$ cat config.mk
export PLATFORM = sky130hd
export DESIGN_NAME = uehc_top
export DESIGN_NICKNAME = d
export VERILOG_FILES = /design/src/design/uehc_pkg.sv /design/src/design/uehc_top.sv
export SDC_FILE = /design/constraint.sdc
export NUM_CORES = 1
export LEC_CHECK = 0
export ABC_AREA = 1
export BUFFER_PORTS_ARGS = -buffer_cell sky130_fd_sc_hd__buf_2
export CORE_MARGIN = 5
export CORE_UTILIZATION = 60
export CTS_BUF_LIST = sky130_fd_sc_hd__clkbuf_4 sky130_fd_sc_hd__clkbuf_8
export CTS_CLUSTER_SIZE = 28
export DETAILED_ROUTE_END_ITERATION = 8
export HOLD_SLACK_MARGIN = 0.15
export PLACE_DENSITY = 0.82
export SLEW_MARGIN = 5
export SYNTH_ARGS = -nofsm -noshare
export SYNTH_HDL_FRONTEND = slang
export SYNTH_SLANG_ARGS = --single-unit
export TNS_END_PERCENT = 1
$ cat constraint.sdc
create_clock -name MCLK_I -period 2.7 [get_ports MCLK_I]
set_input_delay 0.54 -clock MCLK_I [delete_from_list [all_inputs] [get_ports MCLK_I]]
set_output_delay 0.54 -clock MCLK_I [all_outputs]
set_load 0.005 [all_outputs]
$ cat src/design/uehc_pkg.sv
// package: register map, field positions and carrier types of the endpoint handshake control
package uehc_pkg;

    // ==========================================================
    // register map (byte addresses, 8-bit data)
    localparam logic [7:0] A_CTRL_IN = 8'h00;
    localparam logic [7:0] A_CTRL_OUT = 8'h01;
    localparam logic [7:0] A_SETUP_FLAG = 8'h02;
    localparam logic [7:0] A_READ_GATE = 8'h03;
    localparam logic [7:0] A_READ_SEL = 8'h04;
    localparam logic [7:0] A_EP_BASE = 8'h10;
    localparam logic [7:0] EP_STRIDE = 8'h04;
    localparam logic [7:0] OFS_CTL = 8'h00;
    localparam logic [7:0] OFS_CFG = 8'h01;
    localparam logic [7:0] OFS_MAX = 8'h02;
    localparam logic [7:0] REG_RESET = 8'h00;

    // ==========================================================
    // handshake control fields
    localparam int B_AUTO = 7;
    localparam int B_SPKT = 6;
    localparam int B_SNDIS = 5;
    localparam int B_TGL = 4;
    localparam int B_T1 = 3;
    localparam int B_T0 = 2;
    localparam int B_NAK = 1;
    localparam int B_STALL = 0;
    localparam int B_RSV_LO = 5;
    localparam int B_RSV_HI = 6;

    // ==========================================================
    // configuration fields
    localparam int B_DIR = 7;
    localparam int B_TMOD = 6;
    localparam int B_EN = 5;
    localparam int NUM_LSB = 0;
    localparam int NUM_W = 4;
    localparam int MAX_W = 7;
    localparam int B_GATE = 0;
    localparam int B_SETUP = 0;

    // ==========================================================
    // carrier types
    typedef enum logic [1:0] {
        HS_NORMAL = 2'h0,
        HS_NAK = 2'h1,
        HS_STALL = 2'h3,
        HS_IGNORE = 2'h2
    } uehc_hs_t;

    typedef struct packed {
        logic valid;
        logic [NUM_W-1:0] ep_num;
        logic is_in;
    } uehc_token_t;

    typedef struct packed {
        logic valid;
        logic [1:0] slot;
        logic is_in;
        logic ok;
        logic short_pkt;
    } uehc_done_t;

    typedef struct packed {
        logic valid;
        uehc_hs_t hs;
        logic [1:0] slot;
        logic toggle;
        logic short_en;
        logic [MAX_W-1:0] max_bytes;
    } uehc_resp_t;

endpackage

$ cat src/design/uehc_top.sv
// module: handshake, toggle and configuration control of the control and general endpoints
//
// Implementation choices: the address-and-strobe port and the register addresses.
`timescale 1ns/100ps

// Behaviour
// control IN forced_nak at 1 answers every control IN with NAK
// control OUT forced_nak at 1 answers every control OUT with NAK
// setup completion sets both control forced_nak bits; clearing ignored while flag high
// setup completion clears both control forced_stall bits; setting ignored while flag high
// control IN short packet completion sets control IN forced_nak
// forced_stall answers STALL on its endpoint, winning over forced_nak
// control OUT auto_nak_arm sets control OUT forced_nak on each good OUT
// each endpoint shows a read-only toggle_state, 1 meaning DATA1
// toggle_force_one sets, toggle_force_zero clears the toggle; both read 0
// general auto_nak_arm sets forced_nak on each normal completion
// short_packet_enable sends short or zero packet, cleared after short completion
// software writes no FIFO data until short_packet_enable returns to 0
// short OUT packet sets forced_nak unless disabled; auto_nak_arm overrides
// general forced_nak at 1 answers NAK regardless of FIFO state
// general direction bit: 1 IN, 0 OUT
// toggle_policy 1 flips IN toggle every transaction, 0 only on normal end
// disabled general endpoint ignores all bus accesses addressed to it
// endpoint number 0x1 to 0xf, unique per number and direction
// software keeps max_packet_bytes legal and within the FIFO area
// read select keeps highest written bit; zeros pick control; only with gate
// software sets forced_nak before reading IN data back from a FIFO
// setup_done_flag set by setup completion, cleared only by writing 1
// CPU FIFO reads allowed only while cpu_read_gate is 1
// all control, configuration and select bits reset to 0
module uehc_top
    import uehc_pkg::*;
#(
    parameter int NUM_EP = 3
) (
    input wire logic MCLK_I,
    input wire logic RESET_I,
    input wire logic [7:0] ADDR_I,
    input wire logic [7:0] WDATA_I,
    input wire logic WR_I,
    input wire logic RD_I,
    output logic [7:0] RDATA_O,
    input wire logic SETUP_DONE_I,
    input wire uehc_done_t DONE_I,
    input wire uehc_token_t TOKEN_I,
    output uehc_resp_t RESP_O,
    output logic SETUP_FLAG_O,
    output logic READ_GATE_O,
    output logic [NUM_EP:0] READ_SEL_O
);

    // ==========================================================
    // address decode
    function automatic logic ep_hit(input logic [7:0] a, input int m, input logic [7:0] ofs);
        ep_hit = (a == 8'(A_EP_BASE + EP_STRIDE * m + ofs));
    endfunction

    function automatic logic [NUM_EP-1:0] keep_highest(input logic [NUM_EP-1:0] v);
        logic found;
        found = 1'b0;
        keep_highest = '0;
        for (int i = NUM_EP - 1; i >= 0; i--) begin
            if (v[i] && !found) begin
                keep_highest[i] = 1'b1;
                found = 1'b1;
            end
        end
    endfunction

    wire wr_cin = WR_I && (ADDR_I == A_CTRL_IN);
    wire wr_cout = WR_I && (ADDR_I == A_CTRL_OUT);
    wire wr_setup = WR_I && (ADDR_I == A_SETUP_FLAG);
    wire wr_gate = WR_I && (ADDR_I == A_READ_GATE);
    wire wr_sel = WR_I && (ADDR_I == A_READ_SEL);

    // ==========================================================
    // state
    logic c_in_spkt_ff, c_in_tgl_ff, c_in_nak_ff, c_in_stall_ff;
    logic c_out_auto_ff, c_out_tgl_ff, c_out_nak_ff, c_out_stall_ff;
    logic [1:0] c_out_rsv_ff;
    logic setup_flag_ff, gate_ff;
    logic [NUM_EP-1:0] sel_ff;
    logic [NUM_EP-1:0] g_auto_ff, g_spkt_ff, g_sndis_ff, g_tgl_ff, g_nak_ff, g_stall_ff;
    logic [NUM_EP-1:0] g_dir_ff, g_tmod_ff, g_en_ff;
    logic [NUM_W-1:0] g_num_ff [NUM_EP];
    logic [MAX_W-1:0] g_max_ff [NUM_EP];
    logic [7:0] rdata_ff;
    uehc_resp_t resp_ff;
    logic [NUM_EP:0] rsel_ff;

    logic nxt_c_in_spkt, nxt_c_in_tgl, nxt_c_in_nak, nxt_c_in_stall;
    logic nxt_c_out_tgl, nxt_c_out_nak, nxt_c_out_stall;
    logic [NUM_EP-1:0] nxt_g_spkt, nxt_g_tgl, nxt_g_nak;
    logic [7:0] nxt_rdata;
    uehc_resp_t nxt_resp;

    // ==========================================================
    // completion events from the serial engine
    wire setup_hold = setup_flag_ff || SETUP_DONE_I;
    wire ev_c = DONE_I.valid && (DONE_I.slot == 2'h0);
    wire ev_cin = ev_c && DONE_I.is_in;
    wire ev_cout = ev_c && !DONE_I.is_in;
    wire nxt_setup_flag = SETUP_DONE_I || (setup_flag_ff && !(wr_setup && WDATA_I[B_SETUP]));
    wire [NUM_EP-1:0] nxt_sel = wr_sel ? keep_highest(WDATA_I[NUM_EP-1:0]) : sel_ff;
    wire [NUM_EP:0] nxt_rsel = gate_ff ? {sel_ff, ~|sel_ff} : '0; // see R20 //

    // ==========================================================
    // control endpoint next state
    always_comb begin
        nxt_c_in_nak = wr_cin ? WDATA_I[B_NAK] : c_in_nak_ff;
        if (ev_cin && DONE_I.ok && DONE_I.short_pkt) begin
            nxt_c_in_nak = 1'b1;
        end
        if (setup_hold) begin
            nxt_c_in_nak = 1'b1;
        end
        nxt_c_in_stall = wr_cin ? WDATA_I[B_STALL] : c_in_stall_ff;
        if (setup_hold) begin
            nxt_c_in_stall = 1'b0;
        end
        nxt_c_in_spkt = c_in_spkt_ff;
        if (ev_cin && DONE_I.ok && DONE_I.short_pkt) begin
            nxt_c_in_spkt = 1'b0;
        end
        if (wr_cin) begin
            nxt_c_in_spkt = WDATA_I[B_SPKT];
        end
        // software force beats a flip in the same cycle
        nxt_c_in_tgl = c_in_tgl_ff ^ (ev_cin && DONE_I.ok);
        if (wr_cin && WDATA_I[B_T0]) begin
            nxt_c_in_tgl = 1'b0;
        end
        if (wr_cin && WDATA_I[B_T1]) begin
            nxt_c_in_tgl = 1'b1;
        end

        nxt_c_out_nak = wr_cout ? WDATA_I[B_NAK] : c_out_nak_ff;
        if (ev_cout && DONE_I.ok && c_out_auto_ff) begin
            nxt_c_out_nak = 1'b1;
        end
        if (setup_hold) begin
            nxt_c_out_nak = 1'b1;
        end
        nxt_c_out_stall = wr_cout ? WDATA_I[B_STALL] : c_out_stall_ff;
        if (setup_hold) begin
            nxt_c_out_stall = 1'b0;
        end
        nxt_c_out_tgl = c_out_tgl_ff ^ (ev_cout && DONE_I.ok);
        if (wr_cout && WDATA_I[B_T0]) begin
            nxt_c_out_tgl = 1'b0;
        end
        if (wr_cout && WDATA_I[B_T1]) begin
            nxt_c_out_tgl = 1'b1;
        end
    end

    // ==========================================================
    // general endpoints next state
    always_comb begin
        for (int m = 0; m < NUM_EP; m++) begin
            logic ev, wr;
            ev = 1'b0;
            wr = 1'b0;
            // a disabled endpoint has no transactions to report
            ev = DONE_I.valid && (DONE_I.slot == 2'(m + 1)) && g_en_ff[m];
            wr = WR_I && ep_hit(ADDR_I, m, OFS_CTL);
            nxt_g_nak[m] = wr ? WDATA_I[B_NAK] : g_nak_ff[m];
            if (ev && DONE_I.ok && (g_auto_ff[m] ||
                    (!DONE_I.is_in && DONE_I.short_pkt && !g_sndis_ff[m]))) begin
                nxt_g_nak[m] = 1'b1; // see R10 //
            end
            nxt_g_spkt[m] = g_spkt_ff[m];
            if (ev && DONE_I.is_in && DONE_I.ok && DONE_I.short_pkt) begin
                nxt_g_spkt[m] = 1'b0;
            end
            if (wr) begin
                nxt_g_spkt[m] = WDATA_I[B_SPKT];
            end
            nxt_g_tgl[m] = g_tgl_ff[m] ^ (ev && (DONE_I.ok || (DONE_I.is_in && g_tmod_ff[m])));
            if (wr && WDATA_I[B_T0]) begin
                nxt_g_tgl[m] = 1'b0;
            end
            if (wr && WDATA_I[B_T1]) begin
                nxt_g_tgl[m] = 1'b1;
            end
        end
    end

    // ==========================================================
    // token lookup: answer chosen for the addressed endpoint
    always_comb begin
        nxt_resp = '0;
        nxt_resp.valid = TOKEN_I.valid;
        nxt_resp.hs = HS_IGNORE;
        if (TOKEN_I.ep_num == '0) begin
            nxt_resp.slot = 2'h0;
            if (TOKEN_I.is_in) begin
                nxt_resp.toggle = c_in_tgl_ff;
                nxt_resp.short_en = c_in_spkt_ff;
                nxt_resp.hs = c_in_stall_ff ? HS_STALL : (c_in_nak_ff ? HS_NAK : HS_NORMAL); // see R6 //
            end else begin
                nxt_resp.toggle = c_out_tgl_ff;
                nxt_resp.hs = c_out_stall_ff ? HS_STALL : (c_out_nak_ff ? HS_NAK : HS_NORMAL); // see R6 //
            end
        end else begin
            for (int m = 0; m < NUM_EP; m++) begin
                // direction and number must both match an enabled endpoint
                if (g_en_ff[m] && (g_num_ff[m] == TOKEN_I.ep_num) && (g_dir_ff[m] == TOKEN_I.is_in)) begin
                    nxt_resp.slot = 2'(m + 1); // see R15 //
                    nxt_resp.toggle = g_tgl_ff[m];
                    nxt_resp.short_en = g_spkt_ff[m];
                    nxt_resp.max_bytes = g_max_ff[m];
                    nxt_resp.hs = g_stall_ff[m] ? HS_STALL : (g_nak_ff[m] ? HS_NAK : HS_NORMAL); // see R6 //
                end
            end
        end
    end

    // ==========================================================
    // read mux; force bits always read as zero
    always_comb begin
        nxt_rdata = '0;
        unique case (ADDR_I)
            A_CTRL_IN: begin
                nxt_rdata[B_SPKT] = c_in_spkt_ff;
                nxt_rdata[B_TGL] = c_in_tgl_ff;
                nxt_rdata[B_NAK] = c_in_nak_ff;
                nxt_rdata[B_STALL] = c_in_stall_ff;
            end
            A_CTRL_OUT: begin
                nxt_rdata[B_AUTO] = c_out_auto_ff;
                nxt_rdata[B_RSV_HI:B_RSV_LO] = c_out_rsv_ff;
                nxt_rdata[B_TGL] = c_out_tgl_ff;
                nxt_rdata[B_NAK] = c_out_nak_ff;
                nxt_rdata[B_STALL] = c_out_stall_ff;
            end
            A_SETUP_FLAG: nxt_rdata[B_SETUP] = setup_flag_ff;
            A_READ_GATE: nxt_rdata[B_GATE] = gate_ff;
            A_READ_SEL: nxt_rdata[NUM_EP-1:0] = sel_ff;
            default: begin
                for (int m = 0; m < NUM_EP; m++) begin
                    if (ep_hit(ADDR_I, m, OFS_CTL)) begin
                        nxt_rdata = {g_auto_ff[m], g_spkt_ff[m], g_sndis_ff[m], g_tgl_ff[m],
                                     2'h0, g_nak_ff[m], g_stall_ff[m]}; // see R8 //
                    end
                    if (ep_hit(ADDR_I, m, OFS_CFG)) begin
                        nxt_rdata = {g_dir_ff[m], g_tmod_ff[m], g_en_ff[m], 1'b0, g_num_ff[m]};
                    end
                    if (ep_hit(ADDR_I, m, OFS_MAX)) begin
                        nxt_rdata = {1'b0, g_max_ff[m]};
                    end
                end
            end
        endcase
    end

    // ==========================================================
    // control registers
    always_ff @(posedge MCLK_I) begin
        if (RESET_I) begin
            c_in_spkt_ff <= 1'b0;
            c_in_tgl_ff <= 1'b0;
            c_in_nak_ff <= 1'b0;
            c_in_stall_ff <= 1'b0;
            c_out_auto_ff <= 1'b0;
            c_out_rsv_ff <= '0;
            c_out_tgl_ff <= 1'b0;
            c_out_nak_ff <= 1'b0;
            c_out_stall_ff <= 1'b0;
            setup_flag_ff <= 1'b0;
            gate_ff <= 1'b0;
            sel_ff <= '0;
        end else begin
            c_in_spkt_ff <= nxt_c_in_spkt;
            c_in_tgl_ff <= nxt_c_in_tgl;
            c_in_nak_ff <= nxt_c_in_nak;
            c_in_stall_ff <= nxt_c_in_stall;
            c_out_tgl_ff <= nxt_c_out_tgl;
            c_out_nak_ff <= nxt_c_out_nak;
            c_out_stall_ff <= nxt_c_out_stall;
            if (wr_cout) begin
                c_out_auto_ff <= WDATA_I[B_AUTO];
                c_out_rsv_ff <= WDATA_I[B_RSV_HI:B_RSV_LO];
            end
            setup_flag_ff <= nxt_setup_flag;
            if (wr_gate) begin
                gate_ff <= WDATA_I[B_GATE];
            end
            sel_ff <= nxt_sel;
        end
    end

    // ==========================================================
    // general endpoint registers, one slice per endpoint
    for (genvar m = 0; m < NUM_EP; m++) begin : g_ep
        always_ff @(posedge MCLK_I) begin
            if (RESET_I) begin
                g_auto_ff[m] <= 1'b0;
                g_spkt_ff[m] <= 1'b0;
                g_sndis_ff[m] <= 1'b0;
                g_tgl_ff[m] <= 1'b0;
                g_nak_ff[m] <= 1'b0;
                g_stall_ff[m] <= 1'b0;
                g_dir_ff[m] <= 1'b0;
                g_tmod_ff[m] <= 1'b0;
                g_en_ff[m] <= 1'b0;
                g_num_ff[m] <= '0;
                g_max_ff[m] <= REG_RESET[MAX_W-1:0];
            end else begin
                g_spkt_ff[m] <= nxt_g_spkt[m];
                g_tgl_ff[m] <= nxt_g_tgl[m];
                g_nak_ff[m] <= nxt_g_nak[m];
                if (WR_I && ep_hit(ADDR_I, m, OFS_CTL)) begin
                    g_auto_ff[m] <= WDATA_I[B_AUTO];
                    g_sndis_ff[m] <= WDATA_I[B_SNDIS];
                    g_stall_ff[m] <= WDATA_I[B_STALL];
                end
                if (WR_I && ep_hit(ADDR_I, m, OFS_CFG)) begin
                    g_dir_ff[m] <= WDATA_I[B_DIR];
                    g_tmod_ff[m] <= WDATA_I[B_TMOD];
                    g_en_ff[m] <= WDATA_I[B_EN];
                    g_num_ff[m] <= WDATA_I[NUM_LSB +: NUM_W];
                end
                if (WR_I && ep_hit(ADDR_I, m, OFS_MAX)) begin
                    g_max_ff[m] <= WDATA_I[MAX_W-1:0];
                end
            end
        end
    end

    // ==========================================================
    // registered outputs; read data stand for exactly one cycle
    always_ff @(posedge MCLK_I) begin
        if (RESET_I) begin
            rdata_ff <= '0;
            resp_ff <= '0;
            rsel_ff <= '0;
        end else begin
            rdata_ff <= RD_I ? nxt_rdata : '0;
            resp_ff <= nxt_resp;
            rsel_ff <= nxt_rsel;
        end
    end

    assign RDATA_O = rdata_ff;
    assign RESP_O = resp_ff;
    assign SETUP_FLAG_O = setup_flag_ff;
    assign READ_GATE_O = gate_ff;
    assign READ_SEL_O = rsel_ff;

endmodule

== Word level (Yosys, flattened, before mapping) ==
Memories as Yosys holds them, arrays and structs flattened.
Cells that the tools add are included.

* Shifts and indexed selects: 0
* Divide/modulo/power cells: 0
* Mux-type cells: 93
* Reduce and logical (&&, ||, !) cells: 110
* Eq/ne operators: 22
* Add/subtract/negate cells: 0
* Bitwise operators: 13
* Order comparisons: 0
* $mul: 0

{| class="wikitable"
|+ Operators by type and width
! cell !! number
|-
| $eq A8 B5 Y1 const B || 9
|-
| $logic_and A1 B1 Y1 || 72
|-
| $mux W8 || 9
|-
| $mux W1 || 61
|-
| $mux W13 || 3
|-
| $mux W7 || 3
|-
| $eq A8 B2 Y1 const B || 2
|-
| $reduce_bool A2 Y1 || 7
|-
| $eq A4 B4 Y1 || 3
|-
| $mux W2 || 6
|-
| $mux W4 || 3
|-
| $reduce_or A2 Y1 || 5
|-
| $eq A8 B1 Y1 const B || 1
|-
| $eq A8 B3 Y1 const B || 1
|-
| $logic_not A1 Y1 || 8
|-
| $logic_not A8 Y1 || 1
|-
| $logic_or A1 B1 Y1 || 8
|-
| $reduce_or A4 Y1 || 2
|-
| $reduce_or A7 Y1 || 1
|-
| $mux W6 || 1
|-
| $or A1 B1 Y1 || 6
|-
| $pmux W1 S2 || 3
|-
| $pmux W1 S3 || 2
|-
| $reduce_bool A3 Y1 || 2
|-
| 10 further kinds || 19
|}

* Output and inout port bits: 28
* Bits of input ports: 33
* Memories: 2
* Logic and storage cells: 288
* Latch bits: 0
* Bits in registers: 68
* Bits in read-only memories: 0
* Memory bits (writable): 33

{| class="wikitable"
|+ Memory list
! name !! depth !! width !! rd ports !! clocked after Yosys merged registers in !! wr ports !! line !! source
|-
| g_max_ff || 3 || 7 || 3 || 0 || 3 || uehc_top.sv:86 || <nowiki>logic [MAX_W-1:0] g_max_ff [NUM_EP];</nowiki>
|-
| g_num_ff || 3 || 4 || 3 || 0 || 3 || uehc_top.sv:85 || <nowiki>logic [NUM_W-1:0] g_num_ff [NUM_EP];</nowiki>
|}

== Depth between registers and ports, before layout ==
Gate-level depths: netlist of run 1.

* Word-level depth: 11
* Mapped depth: 12
* Mapped depth without buffers: 12

== Least setup slack after synthesis of run 1 ==
Ideal clock, no wire load.

* Path kind: input port to flip-flop
* Start point: in ADDR_I[7]
* End point: mem g_max_ff[2][0], enable pin
* Stages: 5
* Path buffers: 0
* Arrival time: 1,699 ps
* Path slack: 621 ps
* Cells stage by stage: nor2_1 -> nand3_1 -> nor2_2 -> nand2_1 -> o21ai_0

{| class="wikitable"
|+ RTL lines
! element !! line !! source
|-
| start, declared || uehc_top.sv:38 || <nowiki>input wire logic [7:0] ADDR_I,</nowiki>
|-
| end, declared || uehc_top.sv:86 ||
|}

==> results of run 1 <==
## sequential cells by signal (all words and copies together), names as in the netlist, 4 cells and up
signal / cells
RDATA_O: 8
g_num_ff: 12
RESP_O: 14
g_max_ff: 21
READ_SEL_O: 4
## Yosys cell counts (2+ instances only)
library cell	count	area, sq um
a211oi_1	5	37.5
a21oi_1	60	300
buf_2	4	20.0
buf_4	2	15.0
clkbuf_1	6	22.5
clkinv_1	2	7.51
dfxtp_1	68	1360
edfxtp_1	33	991
inv_1	84	315
inv_2	22	82.6
nand2_1	147	552
nand2_2	4	25.0
nand3_1	37	185
nand4_1	5	31.3
nor2_1	95	357
nor2_2	8	50.1
nor2_4	5	56.3
nor3_1	4	20.0
nor4_1	3	18.8
o211ai_1	7	52.6
o21ai_0	35	175
o21ai_1	25	125
o22ai_1	13	81.3
xnor2_1	2	17.5
xor2_1	2	17.5
## cell type report
type                            count  area, sq um  share of cell area, %
Sequential cell                   101         2350                   41.3
Timing Repair Buffer               69          368                   6.46
Clock buffer                        9          124                   2.17
Multi-Input combinational cell    472         2250                   39.5
Tap cell                          105          131                   2.31
Clock inverter                      7         53.8                  0.945
Inverter                          110          417                   7.32
## cells by family after synthesis
family,Yosys count,synth area share (%)
AOI/OAI and AO/OA,152,16.3
xor gates and xnor gates,4,0.688
DFF,101,46.2
buffers and inverters,124,9.61
and+or+nand+nor,316,27.2
## path summary, 6_finish.rpt
path / end / from
worst max-delay path: RESP_O[12] / g_num_ff[2][2]
worst min register to register: READ_SEL_O[0] / sel_ff[1]
worst max register to register: RESP_O[12] / g_num_ff[2][2]
worst min-delay path: RESP_O[13] / TOKEN_I[5]
## power by group through the flow
| stage | sequential [W] | clock (W) | combinational, W |
|---|---|---|---|
| 2_1_floorplan | 0.00165 | 0 | 0.000123 |
| 4_1_cts | 0.00162 | 0.000913 | 0.000225 |
| 3_3_place_gp | 0.00166 | 0 | 0.000221 |
| 5_1_grt | 0.00163 | 0.000999 | 0.000248 |
| 3_5_place_dp | 0.00166 | 0 | 0.000224 |
| 6_report | 0.00162 | 0.000920 | 0.000231 |
## layout by cell type, fill, tap and decap left out, drive strengths merged, types with 13 or more instances in the layout
master  netlist  final
edfxtp       33     33
o22ai        13     13
buf           8     69
inv         107    112
nand3        39     39
a21oi        61     61
dfxtp        68     68
o21ai        60     60
nand2       151    151
nor2        108    108
## worst reg2reg max path: stages (launching register included)
cell      delay [ps]
edfxtp_1         430
or2_1            230
a21oi_1          120
nand2_1          110
nor2_4           310
inv_2            210
nand3_1          140
nand3_1          110
nand2_1           80
inv_1             40
## through the flow
step | std cells | setup WS (ps) | util (%) | total power [W] | area (sq um)
finish | 873 | 839 | 69.0 | 0.00277 | 5700
global route | 873 | 695 | 69.0 | 0.00287 | 5700
CTS | 873 | 839 | 69.0 | 0.00276 | 5700
detailed placement | 857 | 460 | 66.8 | 0.00188 | 5520
global placement | 857 | 499 | 66.8 | 0.00188 | 5520
floorplan | 697 | 621 | - | 0.00177 | 5090
## layer usage
metal / vias up / GRT usage [%]
met2: 315 / 50.2
met4: 0 / 13.1
met3: 48 / 7.58
met1: 2331 / 44.3
met5: - / 0
li1: 2405 / -
==> implementation parameters, run 1 <==
Parameter                              Value

Timing
  Achievable frequency ... 537 MHz
  Max-slew violation count ... 0
  Final worst clock skew ... 15.5 ps
  Setup repair after global routing missed its margin ... no
  Min cycle time layout ... 1860 ps
  Final clock period utilization by the worst path ... between 60 and 70%
  Final setup violation count ... 0
  Setup TNS ... 0 ps
  Hold_ws ... 360 ps
  Count of endpoints failing hold in the final timing report ... 0
  Slew HR ... 39.9%
  Worst slew pin tran ... between 800 and 900 ps

Critical path
  Worst-case reg-to-reg path depth ... 9
  Arrival @ worst endpoint ... 2150 ps
  Maximum fanout along the worst path ... 13
  Instance count on the critical path ... 9
  Critical Path Sink Type ... flip-flop
  Kind of cell with the highest combined delay on the critical path ... simple AND/OR/NAND/NOR gates
  Ordered cell list for the critical path ... or2_1 > a21oi_1 > nand2_1 > nor2_4 > inv_2 > nand3_1 > nand3_1 > nand2_1 > inv_1
  Worst R2R Setup Slack ... 840 ps
  CP max stage delay ... 430 ps
  CP startpoint kind ... flip-flop
  Setup Crit Path Kind ... reg2reg
  Buffers plus inverters on the worst setup path ... 2
  Required time worst endpoint ... 2980 ps
  Cell with the largest stage delay on the worst path ... edfxtp_1

Cells and area
  Count of inserted antenna diode cells ... 0
  # fillers ... 723
  Synth-to-layout area growth ... 11.9%
  Net total in the final layout ... 796
  Fraction of layout cells with a size suffix above 1 ... about 17%

Min path
  Path type of the worst min-delay path ... in2reg
  Hold depth ... 3

Logic synthesis
  Number of distinct library cell variants in the gate-level netlist after synthesis ... 44
  Fraction of registers with async set/reset ... 0%
  Flops & latches, synth ... 101
  Most common flop cell mapped by yosys ... dfxtp_1
  Share of the yosys chip area belonging to registers ... 46.2%
  Mean area per synthesized cell ... 7.30 sq um
  Number of flops mapped to enable cells by yosys ... 33
  Post-synthesis instance total ... 697
  Synthesized area ... 5090 sq um
  Number of warning messages in the yosys log ... 0
  Number of nets produced by synthesis ... 730

Clocking
  H-tree levels ... 3
  Clock tree from TritonCTS ... built
  Post-cts sizing count ... 0
  Clock insertion delay at the later pin of the skew report ... 370 ps
  Hold bufs inserted after CTS ... 0
  Number of buffers on the longest clock path ... 2
  Sinks on the clock net ... approximately 100
  Clock slew at the register clock pins of the worst setup and hold paths ... 100 ps
  Clock buffer count from CTS ... 9
  Cell at the root of the clock tree ... clkbuf_8
  Count of buffers added by post-CTS timing repair for setup ... 0

Power and ir drop
  Fraction of power consumed by combinational cells ... 8.3%
  Power Density ... 487 nW/um^2
  Sequential group share of total power ... around three fifths
  Switching power ... ~0.00076 W
  Clock power frac ... 33.2%
  Static Leak ... 2.49 nW
  Worst voltage drop across the vdd grid ... about 0.00029 V
  Internal Dissipation ... 0.00201 W
  Sw frac ... about 28%

Drt
  Number of vias in the routed layout ... 5099
  Routed wire length ... approximately 16000 um
  Starting DRT DRC Count ... 574
  Top layer reached by signal wires ... met4
  DR WL/cell ... about 19 um
  Via-to-Cell Ratio ... ~5.8
  Routed wl met3 ... 1810 um
  Metal2 WL ... approximately 7400 um
  Met1 layer wirelength in the final routing ... 6470 um
  Number of nets with antenna violations after detailed routing ... 0
  First-pass detailed-route iteration total ... 5
  Post-route DRC ... 0

GRT
  Global-route usage over all layers ... between 30% and 40%
  Antenna violations before repair ... 0
  Global route total overflow ... 0
  Largest net degree at the start of global routing ... 22
  Via count of the first global-routing pass ... roughly 4900
  Global-route wire length before repair ... 25500 um

Run status
  Result of the run ... finished, final reports clean

Flow run
  Number of maximum-capacitance violations ... 0

Placed design
  Routability congestion estimate from global placement ... 1.01
  Detailed placer's ending HPWL ... 12500 um
  Count of port buffers added during placement ... 60

Floorplanning
  Area of the die ... 10400 sq um
  Initial Util ... about 62%
  Die W ... 102 um
  Overall die height ... 102 um
  Rows ... 33
  Boundary Pins ... 61
  Total core area ... 8260 sq um
Power figures use the tool's default switching activity.
==> run 2: changes to the inputs <==
==> constraint.sdc (replaced) <==
create_clock -name MCLK_I -period 1.8 [get_ports MCLK_I]
set_input_delay 0.36 -clock MCLK_I [delete_from_list [all_inputs] [get_ports MCLK_I]]
set_output_delay 0.36 -clock MCLK_I [all_outputs]
set_load 0.005 [all_outputs]
==> run 2 against run 1 <==
  * Count of clock-buffer cells in the layout is 2 higher
  * Global-route usage is 0.48 points higher
  * Core utilization is 2.5 points higher
  * Wire length is 2.2% higher
  * Clock power is 59% higher
  * Clock skew is 6.4 ps lower
  * First-iteration DRC count is 1.9% higher
  * Register-to-register slack worse by 640 ps
  * Flip-flop and latch count stayed put
  * Critical endpoint unchanged
  * Largest cell class unchanged
  * Largest power group unchanged
==> implementation parameters, run 2 (synthesis gave the netlist of run 1 again) <==
Parameter                              Value

Critical path
  Required time worst endpoint ... 2080 ps (was 2980 ps)
  CP startpoint kind ... flip-flop (unchanged)
  Beginning of the critical path ... g_num_ff[1][2] (was g_num_ff[2][2])
  RR Endpoint ... RESP_O[12] (unchanged)
  Setup Crit Path Kind ... reg2reg (unchanged)
  Launch point of the worst reg-to-reg path ... g_num_ff[1][2] (was g_num_ff[2][2])
  Worst-case reg-to-reg path depth ... 9 (unchanged)
  Worst R2R Setup Slack ... 200 ps (was 840 ps)
  Arrival @ worst endpoint ... 1880 ps (was 2150 ps)
  Maximum fanout along the worst path ... 8 (was 13)
  Critical Path Sink Type ... flip-flop (unchanged)

Min path
  Path type of the worst min-delay path ... in2reg (unchanged)
  Hold-critical path endpoint ... RESP_O[13] (unchanged)
  Hold depth ... 3 (unchanged)
  Worst Min Path Start ... TOKEN_I[5] (unchanged)

Drt
  Post-route DRC ... 0 (unchanged)
  Via-to-Cell Ratio ... 5.80 (was 5.84)
  Starting DRT DRC Count ... 585 (was 574)
  First-pass detailed-route iteration total ... 7 (was 5)
  DR WL/cell ... 18.5 um (was 18.6 um)
  Number of vias in the routed layout ... 5197 (was 5099)
  Number of nets with antenna violations after detailed routing ... 0 (unchanged)
  Routed wire length ... 16600 um (was 16200 um)

Timing
  Achievable frequency ... 624 MHz (was 537 MHz)
  Slew HR ... 63.3% (was 39.9%)
  Final worst clock skew ... 9.10 ps (was 15.5 ps)
  Count of endpoints failing hold in the final timing report ... 0 (unchanged)
  Setup TNS ... 0 ps (unchanged)
  Final clock period utilization by the worst path ... 89.0% (was 68.9%)
  Max-slew violation count ... 0 (unchanged)
  Final setup violation count ... 0 (unchanged)
  Worst slew pin tran ... 548 ps (was 892 ps)
  Setup repair after global routing missed its margin ... no (unchanged)
  Min cycle time layout ... 1600 ps (was 1860 ps)

Cells and area
  Max FFs per register ... 21 (unchanged)
  Fraction of layout cells with a size suffix above 1 ... 19.5% (was 17.1%)
  Most frequent standard cell in the layout excluding fill and tap cells ... nand2_1 (unchanged)
  Count of inserted antenna diode cells ... 0 (unchanged)
  Synth-to-layout area growth ... 15.9% (was 11.9%)
  Final instance count without filler cells ... 896 (was 873)
  # fillers ... 682 (was 723)
  Top library cells by usage in the layout, fill and taps aside ... nand2_1 (147), nor2_1 (95), inv_1 (84) (unchanged)
  Net total in the final layout ... 819 (was 796)
  Largest reg by FF count ... g_max_ff (unchanged)
  Fraction of the core area covered by cells at the end of the flow ... 71.5% (was 69.0%)

Clocking
  Clock insertion delay at the later pin of the skew report ... 360 ps (was 370 ps)
  Cell at the root of the clock tree ... clkbuf_8 (unchanged)
  Clock slew at the register clock pins of the worst setup and hold paths ... 100 ps (about the same)
  Number of buffers on the longest clock path ... 2 (unchanged)
  Count of buffers added by post-CTS timing repair for setup ... 0 (unchanged)
  Sinks on the clock net ... 101 (unchanged)
  Clock tree from TritonCTS ... built (unchanged)
  H-tree levels ... 3 (unchanged)
  Post-cts sizing count ... 0 (unchanged)
  Clock buffer count from CTS ... 9 (unchanged)
  Hold bufs inserted after CTS ... 0 (unchanged)

GRT
  Global route total overflow ... 0 (unchanged)
  Largest net degree at the start of global routing ... 36 (was 22)
  Via count of the first global-routing pass ... 4912 (was 4856)
  Antenna violations before repair ... 0 (unchanged)
  Global-route wire length before repair ... 25800 um (was 25500 um)
  Global-route usage over all layers ... 33.0% (was 32.5%)

Power and ir drop
  Power Density ... 724 nW/um^2 (was 487 nW/um^2)
  Fraction of power consumed by combinational cells ... 8.7% (was 8.3%)
  Internal Dissipation ... 0.00320 W (was 0.00201 W)
  Sw frac ... 25.2% (was 27.5%)
  Sequential group share of total power ... 57.0% (was 58.5%)
  Switching power ... 0.00108 W (was 0.000763 W)
  Worst voltage drop across the vdd grid ... 0.000419 V (was 0.000294 V)
  Static Leak ... 2.62 nW (was 2.49 nW)
  Clock power frac ... 34.3% (was 33.2%)

Floorplanning
  Die W ... 102 um (unchanged)
  Initial Util ... 61.7% (unchanged)
  Area of the die ... 10400 sq um (unchanged)
  Boundary Pins ... 61 (unchanged)
  Total core area ... 8260 sq um (unchanged)
  Overall die height ... 102 um (unchanged)
  Rows ... 33 (unchanged)

Placed design
  Detailed placer's ending HPWL ... 12900 um (was 12500 um)
  Cell count after placement ... 880 (was 857)
  Routability congestion estimate from global placement ... 1.06 (was 1.01)
  Count of port buffers added during placement ... 60 (unchanged)

Flow run
  Number of maximum-capacitance violations ... 0 (unchanged)

Run status
  Result of the run ... finished, final reports clean (unchanged)
run 2: cell types whose count changed in the layout (fill, tap and decap cells not counted):
cell	delta
inv_8	-1
bufinv_16	+1
inv_4	+1
inv_6	-2
o21ai_0	-1
buf_4	+22
buf_12	+1
clkbuf_4	+2
o21ai_1	+1
clkinv_4	+1
clkinv_2	-2
run 2: worst max-delay path by stage:
stage / cells past startpoint / endpoint / slack, ps
2_1_floorplan: 5 / g_max_ff[1][0] / 0.4
5_1_grt: 9 / RESP_O[8] / 90
3_3_place_gp: 8 / g_num_ff[0][0] / 5
6_report: 9 / RESP_O[12] / 200
4_1_cts: 9 / RESP_O[12] / 230
3_5_place_dp: 13 / RDATA_O[0] / -60
run 2: routing by layer:
layer  GRT usage, %  vias up  wire length, um
li1               -     2457                -
met1           43.1     2352             6430
met2           53.5      327             7710
met3           7.10       61             1740
met4           13.1        0              690
met5              0        -                0
run 2: area by class of cell:
class / instances / area (sq um) / area share [%]
Timing Repair Buffer: 92 / 553 / 9.37
Clock inverter: 5 / 60.1 / 1.02
Sequential cell: 101 / 2350 / 39.9
Inverter: 110 / 417 / 7.06
Clock buffer: 11 / 139 / 2.35
Tap cell: 105 / 131 / 2.23
Multi-Input combinational cell: 472 / 2250 / 38.1
run 2: power groups by stage:
stage | combinational [W] | sequential (W) | clock (W)
2_1_floorplan | 0.000184 | 0.00247 | 0
3_3_place_gp | 0.000356 | 0.00249 | 0
3_5_place_dp | 0.000361 | 0.00249 | 0
4_1_cts | 0.000364 | 0.00244 | 0.00148
5_1_grt | 0.000402 | 0.00244 | 0.00159
6_report | 0.000373 | 0.00244 | 0.00146
run 2: stage by stage:
| step | hold WS, ps | power (W) | instance area, sq um | setup WS (ps) |
|---|---|---|---|---|
| after floorplan | 422 | 0.00265 | 5090 | 0.416 |
| after global placement | 449 | 0.00284 | 5700 | 4.75 |
| after detailed placement | 454 | 0.00285 | 5700 | -56.4 |
| after CTS | 178 | 0.00428 | 5900 | 226 |
| after global routing | 182 | 0.00443 | 5900 | 90.4 |
| final | 188 | 0.00427 | 5900 | 198 |
run 2: critical path, cell delays in order (launching register included):
cell      delay, ps
edfxtp_1        460
nand2_1         100
nand2_1          60
nor2_2          150
nand3_4         170
or2_0           240
nand3_1         100
nand3_1         110
nand2_1          90
inv_1            40
==> run 3: changes to the inputs <==
--- a/config.mk
+++ b/config.mk
@@ -14,6 +14,7 @@
 export DETAILED_ROUTE_END_ITERATION = 8
 export HOLD_SLACK_MARGIN = 0.15
 export PLACE_DENSITY = 0.82
+export RECOVER_POWER = 50
 export SLEW_MARGIN = 5
 export SYNTH_ARGS = -nofsm -noshare
 export SYNTH_HDL_FRONTEND = slang
==> run 3 against run 2 <==
  * Sequential power hardly changed
  * Die area unchanged
  * Largest power group unchanged
  * Global-route usage unchanged
  * Critical path depth down 2
  * Clock power is essentially flat
==> implementation parameters, run 3 (synthesis gave the netlist of run 1 again) <==
Parameter                              Value

Run status
  Result of the run ... finished, final reports clean (unchanged)

Flow run
  Number of maximum-capacitance violations ... 0 (unchanged)

Clocking
  Post-cts sizing count ... 0 (unchanged)
  Clock buffer count from CTS ... 9 (unchanged)
  Cell at the root of the clock tree ... clkbuf_8 (unchanged)
  Clock insertion delay at the later pin of the skew report ... 370 ps (was 360 ps)
  Clock slew at the register clock pins of the worst setup and hold paths ... 100 ps (about the same)
  Hold bufs inserted after CTS ... 0 (unchanged)
  Clock tree from TritonCTS ... built (unchanged)
  H-tree levels ... 3 (unchanged)
  Sinks on the clock net ... 101 (unchanged)
  Count of buffers added by post-CTS timing repair for setup ... 0 (unchanged)
  Number of buffers on the longest clock path ... 2 (unchanged)

Floorplanning
  Area of the die ... 10400 sq um (unchanged)
  Rows ... 33 (unchanged)
  Total core area ... 8260 sq um (unchanged)
  Initial Util ... 61.7% (unchanged)
  Overall die height ... 102 um (unchanged)
  Die W ... 102 um (unchanged)
  Boundary Pins ... 61 (unchanged)

Drt
  Number of nets with antenna violations after detailed routing ... 0 (unchanged)
  Starting DRT DRC Count ... 492 (was 585)
  Via-to-Cell Ratio ... 5.78 (was 5.80)
  DR WL/cell ... 18.5 um (about the same)
  Number of vias in the routed layout ... 5182 (was 5197)
  Post-route DRC ... 0 (unchanged)
  Routed wire length ... 16500 um (was 16600 um)
  First-pass detailed-route iteration total ... 5 (was 7)

Timing
  Hold_ws ... 183 ps (was 188 ps)
  Achievable frequency ... 601 MHz (was 624 MHz)
  Min cycle time layout ... 1660 ps (was 1600 ps)
  Worst slew pin tran ... 738 ps (was 548 ps)
  Final setup violation count ... 0 (unchanged)
  Count of endpoints failing hold in the final timing report ... 0 (unchanged)
  Final setup slack of the worst path ... 136 ps (was 198 ps)
  Final worst clock skew ... 10.4 ps (was 9.10 ps)
  Max-slew violation count ... 0 (unchanged)
  Final clock period utilization by the worst path ... 92.5% (was 89.0%)
  Slew HR ... 50.8% (was 63.3%)
  Setup repair after global routing missed its margin ... no (unchanged)

Cells and area
  Synth-to-layout area growth ... 14.3% (was 15.9%)
  Largest reg by FF count ... g_max_ff (unchanged)
  Most frequent standard cell in the layout excluding fill and tap cells ... nand2_1 (unchanged)
  Count of inserted antenna diode cells ... 0 (unchanged)
  Fraction of layout cells with a size suffix above 1 ... 15.2% (was 19.5%)
  Net total in the final layout ... 819 (unchanged)
  Max FFs per register ... 21 (unchanged)
  Top library cells by usage in the layout, fill and taps aside ... nand2_1 (149), nor2_1 (98), inv_1 (88) (was nand2_1 (147), nor2_1 (95), inv_1 (84))

Power and ir drop
  Power Density ... 734 nW/um^2 (was 724 nW/um^2)
  Worst voltage drop across the vdd grid ... 0.000422 V (was 0.000419 V)
  Static Leak ... 2.52 nW (was 2.62 nW)

Critical path
  Maximum fanout along the worst path ... 35 (was 8)
  Buffers plus inverters on the worst setup path ... 4 (was 1)
  Worst-case reg-to-reg path depth ... 9 (unchanged)
  RR Endpoint ... RESP_O[12] (unchanged)
  Launch point of the worst reg-to-reg path ... g_num_ff[1][2] (unchanged)
  Setup Crit Path Kind ... in2reg (was reg2reg)
  Worst R2R Setup Slack ... 200 ps (about the same)
  Cell mode on critical path ... inv_1 (was nand2_1)
  Arrival @ worst endpoint ... 1960 ps (was 1880 ps)
  Required time worst endpoint ... 2100 ps (was 2080 ps)
  Instance count on the critical path ... 7 (was 9)
  Cell with the largest stage delay on the worst path ... clkbuf_2 (was edfxtp_1)
  Ordered cell list for the critical path ... buf_2 > inv_1 > clkbuf_2 > nand2_1 > inv_1 > o211ai_1 > a31oi_1 (was nand2_1 > nand2_1 > nor2_2 > nand3_4 > or2_0 > nand3_1 > nand3_1 > nand2_1 > inv_1)
  Kind of cell with the highest combined delay on the critical path ... buffers and inverters (was simple AND/OR/NAND/NOR gates)
  CP max stage delay ... 580 ps (was 460 ps)
  Critical Path Sink Type ... flip-flop (unchanged)
  CP startpoint kind ... primary input (was flip-flop)

GRT
  Largest net degree at the start of global routing ... 36 (unchanged)
  Global route total overflow ... 0 (unchanged)
  Via count of the first global-routing pass ... 4912 (unchanged)
  Global-route usage over all layers ... 33.0% (unchanged)
  Antenna violations before repair ... 0 (unchanged)
  Global-route wire length before repair ... 25800 um (unchanged)

Placed design
  Dpl ws ... -56.4 ps (unchanged)
  Detailed placer's ending HPWL ... 12900 um (unchanged)
  Routability congestion estimate from global placement ... 1.06 (unchanged)
  Count of port buffers added during placement ... 60 (unchanged)

Min path
  Worst Min Path Start ... TOKEN_I[5] (unchanged)
  Hold depth ... 3 (unchanged)
  Path type of the worst min-delay path ... in2reg (unchanged)
  Hold-critical path endpoint ... RESP_O[13] (unchanged)
[run 3: changes by cell type in the layout (fill, tap and decap cells not counted)]
cell	change
buf_2	-19
buf_4	-7
clkbuf_2	+2
inv_2	-4
nor2_1	+3
nand2_1	+2
o21ai_0	+1
nor2_2	-2
inv_1	+4
nand2_2	-2
clkbuf_1	+25
buf_12	-1
nor2_4	-1
o21ai_1	-1
[run 3: through the flow]
step / total power (W) / TNS [ps] / cell area [sq um] / std cells / utilization [%]
5_1_grt: 0.00442 / 0 / 5820 / 896 / 70.5
2_1_floorplan: 0.00265 / 0 / 5090 / 697 / -
3_3_place_gp: 0.00284 / 0 / 5700 / 880 / 69.1
4_1_cts: 0.00428 / 0 / 5900 / 896 / 71.5
6_report: 0.00427 / 0 / 5820 / 896 / 70.5
3_5_place_dp: 0.00285 / -106 / 5700 / 880 / 69.1
[run 3: worst min-delay path, stage by stage]
cell and delay, ps:
buf_2 90, inv_1 40, nor2_1 30
[run 3: worst max-delay path by stage]
stage	startpoint	to	slack [ps]
after floorplan	ADDR_I[5]	g_max_ff[1][0]	0.4
after global placement	ADDR_I[5]	g_num_ff[0][0]	5
after detailed placement	ADDR_I[5]	RDATA_O[0]	-60
after CTS	g_num_ff[1][2]	RESP_O[12]	230
after global routing	ADDR_I[5]	RDATA_O[0]	50
final	RESET_I	RDATA_O[3]	140
[run 3: where the power goes]
| part | internal (W) | total, W | switching (W) |
|---|---|---|---|
| Sequential | 0.00240 | 0.00244 | 0.0000392 |
| Clock | 0.000685 | 0.00148 | 0.000791 |
| Combinational | 0.000105 | 0.000358 | 0.000254 |
| Total | 0.00319 | 0.00427 | 0.00108 |
[run 3: area by class of cell]
type	count	area, sq um
Clock inverter	5	60.1
Clock buffer	11	139
Inverter	110	417
Fill cell	698	2440
Tap cell	105	131
Timing Repair Buffer	92	489
Sequential cell	101	2350
Multi-Input combinational cell	472	2230
[run 3: layer usage]
metal  global-route usage, %  share of wire [%]  wire (um)  vias to the layer above
met5                       0                  0          0                        -
met4                    13.1                4.0        660                        0
met3                    7.10                 11       1830                       53
met2                    53.5                 47       7730                      319
met1                    43.1                 38       6320                     2356
li1                        -                  -          -                     2454
